--- src/verilog/hbuf_pkg.sv ---
// Purpose: Constants and carriers for the host buffer RAM control registers.
// Assumes: Command-code register access over a 16-bit microprocessor port.
// Notes: Notes on the behaviour follow.
package hbuf_pkg;
  localparam logic [7:0] CMD_ISO_LEN_RD = 8'h2a;
  localparam logic [7:0] CMD_ISO_LEN_WR = 8'haa;
  localparam logic [7:0] CMD_ACK_LEN_RD = 8'h2b;
  localparam logic [7:0] CMD_ACK_LEN_WR = 8'hab;
  localparam logic [7:0] CMD_STATUS_RD = 8'h2c;
  localparam logic [7:0] CMD_SOFT_RESET_WR = 8'ha9;
  localparam logic [15:0] SOFT_RESET_KEY = 16'h00f6;
  localparam logic [15:0] LEN_RESET = 16'h0000;
  localparam logic [15:0] RAM_BYTES = 16'h1000;
  localparam int ST_ISO0_FULL = 0;
  localparam int ST_ISO1_FULL = 1;
  localparam int ST_ACK_FULL = 2;
  localparam int ST_ISO0_DONE = 3;
  localparam int ST_ISO1_DONE = 4;
  localparam int ST_ACK_DONE = 5;

  // Region index, matching the bit order of the engine event fields
  typedef enum logic [1:0] {REG_ISO0, REG_ISO1, REG_ACK} region_e;

  // One microprocessor register access
  typedef struct packed {
    logic cmd_valid;
    logic [7:0] cmd;
    logic wr_valid;
    logic [15:0] wr_data;
  } cpu_req_s;

  // Per-region events from the list engine, one bit per region
  typedef struct packed {
    logic [2:0] filled;
    logic [2:0] emptied;
    logic [2:0] consumed;
    logic [2:0] rearmed;
  } engine_evt_s;

  // Region map handed to the list engine
  typedef struct packed {
    logic [15:0] ack_base;
    logic [15:0] ack_len;
    logic [15:0] iso0_base;
    logic [15:0] iso1_base;
    logic [15:0] iso_len;
    logic fits;
  } region_map_s;
endpackage : hbuf_pkg

--- src/verilog/host_buffer_ram_control.sv ---
// Purpose: Buffer length, status and soft reset registers of the host controller.
// Assumes: Command then data word on the same clock; engine events are same-clock.
// Notes: Soft reset is a registered pulse also offered to the rest of the controller.
`timescale 1ns/1ns
module host_buffer_ram_control (
  // Clock and reset
  input wire logic clk_sys,
  input wire logic reset_n,
  // Microprocessor register port
  input hbuf_pkg::cpu_req_s cpu_req,
  input wire logic rd_strobe,
  output logic [15:0] rd_data,
  output logic rd_valid,
  // List engine side
  input hbuf_pkg::engine_evt_s engine_evt,
  output hbuf_pkg::region_map_s region_map,
  output logic soft_reset_pulse
);
  import hbuf_pkg::*;

  // All module state
  typedef struct packed {
    logic [7:0] cmd;
    logic [15:0] iso_len;
    logic [15:0] ack_len;
    logic [5:0] status;
    logic [15:0] rd_data;
    logic rd_valid;
    logic soft_rst;
    region_map_s map;
  } state_s;

  state_s state_reg; // Registered state
  state_s state_next; // Next state

  // Sticky flag update, set wins over clear
  function automatic logic [2:0] sticky(input logic [2:0] cur, input logic [2:0] set,
                                        input logic [2:0] clr);
    sticky = set | (cur & ~clr);
  endfunction : sticky

  // Next state
  always_comb
  begin
    logic [16:0] total;
    total = 17'h0;
    state_next = state_reg;
    state_next.rd_valid = 1'b0;
    state_next.soft_rst = 1'b0;
    // Latch the command code
    if (cpu_req.cmd_valid)
    begin
      state_next.cmd = cpu_req.cmd;
    end
    // Data write for the latched command
    if (cpu_req.wr_valid)
    begin
      unique case (state_reg.cmd)
        CMD_ISO_LEN_WR: state_next.iso_len = cpu_req.wr_data;
        CMD_ACK_LEN_WR: state_next.ack_len = cpu_req.wr_data;
        CMD_SOFT_RESET_WR:
        begin
          // Only the key value triggers; no read path exists
          if (cpu_req.wr_data == SOFT_RESET_KEY)
          begin
            state_next.soft_rst = 1'b1;
          end
        end
        default: ; // Other codes belong elsewhere
      endcase
    end
    // Data read for the latched command
    if (rd_strobe)
    begin
      state_next.rd_valid = 1'b1;
      unique case (state_reg.cmd)
        CMD_ISO_LEN_RD: state_next.rd_data = state_reg.iso_len;
        CMD_ACK_LEN_RD: state_next.rd_data = state_reg.ack_len;
        CMD_STATUS_RD: state_next.rd_data = {10'h000, state_reg.status};
        default: state_next.rd_data = 16'h0000;
      endcase
    end
    // Full flags per region
    state_next.status[ST_ACK_FULL:ST_ISO0_FULL] =
      sticky(state_reg.status[ST_ACK_FULL:ST_ISO0_FULL], engine_evt.filled,
             engine_evt.emptied);
    // Consumed flags per region
    state_next.status[ST_ACK_DONE:ST_ISO0_DONE] =
      sticky(state_reg.status[ST_ACK_DONE:ST_ISO0_DONE], engine_evt.consumed,
             engine_evt.rearmed);
    // Region layout: ack first, then iso0, then iso1
    state_next.map.ack_base = 16'h0000;
    state_next.map.ack_len = state_next.ack_len;
    state_next.map.iso0_base = state_next.ack_len;
    state_next.map.iso1_base = 16'(state_next.ack_len + state_next.iso_len);
    state_next.map.iso_len = state_next.iso_len;
    // Flag a layout that software left oversized
    total = {1'b0, state_next.ack_len} + {state_next.iso_len, 1'b0};
    state_next.map.fits = (total <= {1'b0, RAM_BYTES}) && !state_next.iso_len[15];
    // Soft reset returns registers to reset values, RAM untouched
    if (state_reg.soft_rst)
    begin
      state_next = '0;
      state_next.map.fits = 1'b1;
    end
  end

  // State register
  always_ff @(posedge clk_sys or negedge reset_n)
  begin
    if (!reset_n)
    begin
      state_reg <= '0;
      state_reg.map.fits <= 1'b1;
    end
    else
    begin
      state_reg <= state_next;
    end
  end

  // Outputs straight from flops
  assign rd_data = state_reg.rd_data;
  assign rd_valid = state_reg.rd_valid;
  assign region_map = state_reg.map;
  assign soft_reset_pulse = state_reg.soft_rst;
endmodule : host_buffer_ram_control

--- config.mk ---
export PLATFORM = sky130hd
export DESIGN_NAME = host_buffer_ram_control
export DESIGN_NICKNAME = d
export VERILOG_FILES = /design/src/verilog/hbuf_pkg.sv /design/src/verilog/host_buffer_ram_control.sv
export SDC_FILE = /design/constraint.sdc
export NUM_CORES = 1
export LEC_CHECK = 0
export ABC_AREA = 0
export BUFFER_PORTS_ARGS = -buffer_cell sky130_fd_sc_hd__buf_2
export CORE_ASPECT_RATIO = 0.8
export CORE_MARGIN = 1.5
export CORE_UTILIZATION = 40
export CTS_BUF_LIST = sky130_fd_sc_hd__clkbuf_4 sky130_fd_sc_hd__clkbuf_8 sky130_fd_sc_hd__clkbuf_16
export DETAILED_ROUTE_END_ITERATION = 12
export MAX_ROUTING_LAYER = met4
export PLACE_DENSITY = 0.66
export SKIP_LAST_GASP = 1
export SYNTH_ARGS = -nofsm -noshare
export SYNTH_HDL_FRONTEND = slang
export SYNTH_SLANG_ARGS = --single-unit
--- constraint.sdc ---
create_clock -name clk_sys -period 4.05 [get_ports clk_sys]
set_clock_uncertainty 0.05 [all_clocks]
set_input_delay 0.2025 -clock clk_sys [delete_from_list [all_inputs] [get_ports clk_sys]]
set_output_delay 0.2025 -clock clk_sys [all_outputs]
set_load 0.02 [all_outputs]
==> results_dict.tcl <==
set metrics [dict create \
    hold_ws_ns 0.00941 \
    finalSetupViolCount 0 \
    cp_data_required_time_ns 4.24 \
    worstHoldStart "engine_evt[10]" \
    cts_buffers 9 \
    synth_warnings 0 \
    power_density_nw_per_um2 354 \
    slowest_delay_ns 0.43 \
    place_ws_ns -0.0854 \
    maxSlewViolCount 0 \
    rsz0062_at_grt "yes" \
    yosysTopAreaCell "dfrtp_1" \
    worstSetupEndpointType "register" \
    final_nets 902 \
    synth_cell_types 69 \
    grt_pass1_vias 5257 \
    antenna_found_initial 0 \
    synthMuxAreaShare 0.0747 \
    synth_compound_area_frac 0.160 \
    synth_area_per_cell_sq_um 8.19 \
    wl_per_cell_um 16.8 \
    dp_cells 1044 \
    dieArea_sq_um 17300 \
    ctsRootBufferMaster "clkbuf_16" \
    fin_crit_ns 3.89 \
    rows 41 \
    worst_slack_ns 0.163 \
    ff2ff_path_depth 15 \
    start_util 0.414 \
    die_h_um 118 \
    synth_top_area_frac 0.303 \
    ant_nets 0 \
    reg2reg_slack_ns 0.16 \
    overflow 0 \
    worstPathArrival_ns 4.07 \
    synthSimpleGateAreaFrac 0.184 \
    period_share 0.960 \
    yosys_most_used_dff "dfrtp_1" \
    synth_xor_xnor_area_share 0.0698 \
    finalHoldViolCount 0 \
    worst_slew_pin_slew_ns 1.04 \
    ctsLongestPathBuffers 2 \
    crit_type "reg2reg" \
    fillers 1581 \
    routed_wl_um 17900 \
    syn2layout_area_growth_pct 10.6 \
    ys_ff_latch 81 \
    clock-sinks 81 \
    startpoint "state_reg[141]" \
    grt_pass1_wl_um 28500 \
    p_leak_nw 3.66 \
    syn_area_sq_um 6610 \
    dr_total_vias 5670 \
    io_buffers 123 \
    crit_family "compound AO/OA/AOI/OAI gates" \
    synthAdderAreaFrac 0.0424 \
    hold_depth 3 \
    synth-edff-count 0 \
    layout-drive-gt1-share 0.241 \
    crit_chain "nand4bb_4 > nor4_4 > buf_4 > mux2i_4 > fa_2 > inv_1 > maj3_1 > o211ai_1 > maj3_1 > a21oi_2 > a21o_1 > a2111o_1 > nor4bb_4 > o21ai_0 > nand3b_1" \
    outcome "complete, no violations" \
    clk_pin_slew_ns 0.06 \
    dp_hpwl_um 13100 \
    gp_congestion 0.920 \
    synth_top_family_by_area "simple AND/OR/NAND/NOR gates" \
    cpMaxStageDelayCell "a2111o_1" \
    synthCells 807 \
    num_antenna_cells 0 \
    min_to "state_reg[100]" \
    cpMostUsedCell "maj3_1" \
    cts_max_level 3 \
    drtPass1Iterations 5 \
    path_max_fanout 4 \
    die_w_um 147 \
    synth_seq_area_share 0.307 \
    slew_headroom 0.297 \
    startpoint_type "register" \
    path_buf_inv 2 \
    ir_drop_mv 0.208 \
    insertion_delay_ns 0.36 \
    grt_usage 0.215 \
    fin_cells 1064 \
    core_area_sq_um 16000 \
    ioPinCount 140 \
    drcViolationCount 0 \
    via_per_inst 5.33 \
    async_flop_share 1.00 \
    grt_max_degree 48 \
    max_freq_mhz 257 \
    largest_reg_flops 46 \
    cts_tree "yes" \
    r2r_end "region_map[31]" \
    cap_violations 0 \
    timing.rr.start "state_reg[141]" \
    synthTopCellsByArea "dfrtp_1 30%, buf_4 11%, mux2i_1 7.0%" \
    drtIter0Drc 481 \
    hp-class "in2reg" \
]
==> stage by stage <==
step,setup TNS (ns),util,area [sq um],power [mW]
floorplan,0,-,6710,1.57
global placement,0,0.431,6880,1.68
detailed placement,-0.220,0.431,6880,1.69
global route,-0.0969,0.458,7310,2.73
finish,0,0.458,7310,2.59
CTS,0,0.454,7240,2.61
==> what timing repair did <==
item,CTS,global route
resized for setup,3,11
setup buffers,0,3
hold buffers,1,0
pin swaps,0,6
endpoints found under the hold margin,45,0
cloned,0,0
endpoints found under the setup margin,4,6
==> report_power, final <==
part | internal [mW] | total, mW | switching, mW
sequential | 0.888 | 0.964 | 0.0766
clock | 0.549 | 0.902 | 0.354
combinational | 0.274 | 0.723 | 0.450
==> cell families (layout without fill, tap and decap cells) <==
logic type | after synthesis | in the layout
xor+xnor | 51 | 51
other cells | 1 | 16
fa+ha+maj | 23 | 23
compound gates | 166 | 166
flops | 81 | 81
buf+inv | 182 | 209
mux | 49 | 49
simple gates | 254 | 254
==> worst max path at each step <==
stage	slack (ns)	cells past startpoint	to
6_report	0.16	15	region_map[31]
5_1_grt	-0.06	16	region_map[30]
4_1_cts	0.06	16	region_map[30]
3_5_place_dp	-0.09	16	region_map[31]
3_3_place_gp	0.02	16	region_map[30]
2_1_floorplan	0.003	17	region_map[30]
==> Yosys cell counts (all sizes together), types with 4 or more instances <==
| cell type | number |
|---|---|
| o211ai | 8 |
| nand4 | 6 |
| xor2 | 27 |
| nor3 | 17 |
| maj3 | 6 |
| nand3 | 16 |
| nand3b | 6 |
| a22oi | 13 |
| ha | 16 |
| a21oi | 48 |
| dfrtp | 80 |
| nand2 | 93 |
| o31ai | 6 |
| clkbuf | 28 |
| nor3b | 5 |
| nor2b | 4 |
| nor4 | 8 |
| a211oi | 12 |
| and3 | 4 |
| inv | 35 |
| xnor2 | 24 |
| a31oi | 12 |
| buf | 119 |
| mux2i | 46 |
| nor2 | 74 |
| o21ai | 39 |
==> worst min-delay path, cell delays in order <==
cell and delay (ns):
buf_2 0.07, a21oi_1 0.03, nor2_1 0.07
==> placed cells by master (no fill, tap or decap), drive strengths merged, types with 5 or more instances in the layout <==
cell type and instances:
nand4 6, nand3b 6, o21ai 39, nor2 74, conb 16, xor2 27, mux2i 46, buf 157
nor4 8, nor3 17, nor3b 5, inv 36, o211ai 8, a21oi 48, nand2 93, o31ai 6
a31oi 12, nand3 16, clkbuf 10, a211oi 12, ha 16, dfrtp 80, a22oi 13, maj3 6
xnor2 24
==> final cells by class <==
| class | instances | area (sq um) | share of cell area |
|---|---|---|---|
| multi-input combinational | 559 | 3670 | 0.502 |
| sequential | 81 | 2030 | 0.278 |
| timing repair buffer | 158 | 887 | 0.121 |
| tap | 215 | 269 | 0.0368 |
| clock buffer | 10 | 233 | 0.0318 |
| inverter | 35 | 131 | 0.0180 |
| clock inverter | 6 | 91.3 | 0.0125 |
==> routing by layer <==
layer  wire, um  vias up  track usage  part of all wire
met1       8620     2708        0.302              0.48
met2       7790      195        0.313              0.43
met3       1290       16       0.0473             0.072
met4        214        0       0.0530             0.012
li1           -     2751            -                 -
met5          0        -            -                 0
(Power assumes the default switching activity.)
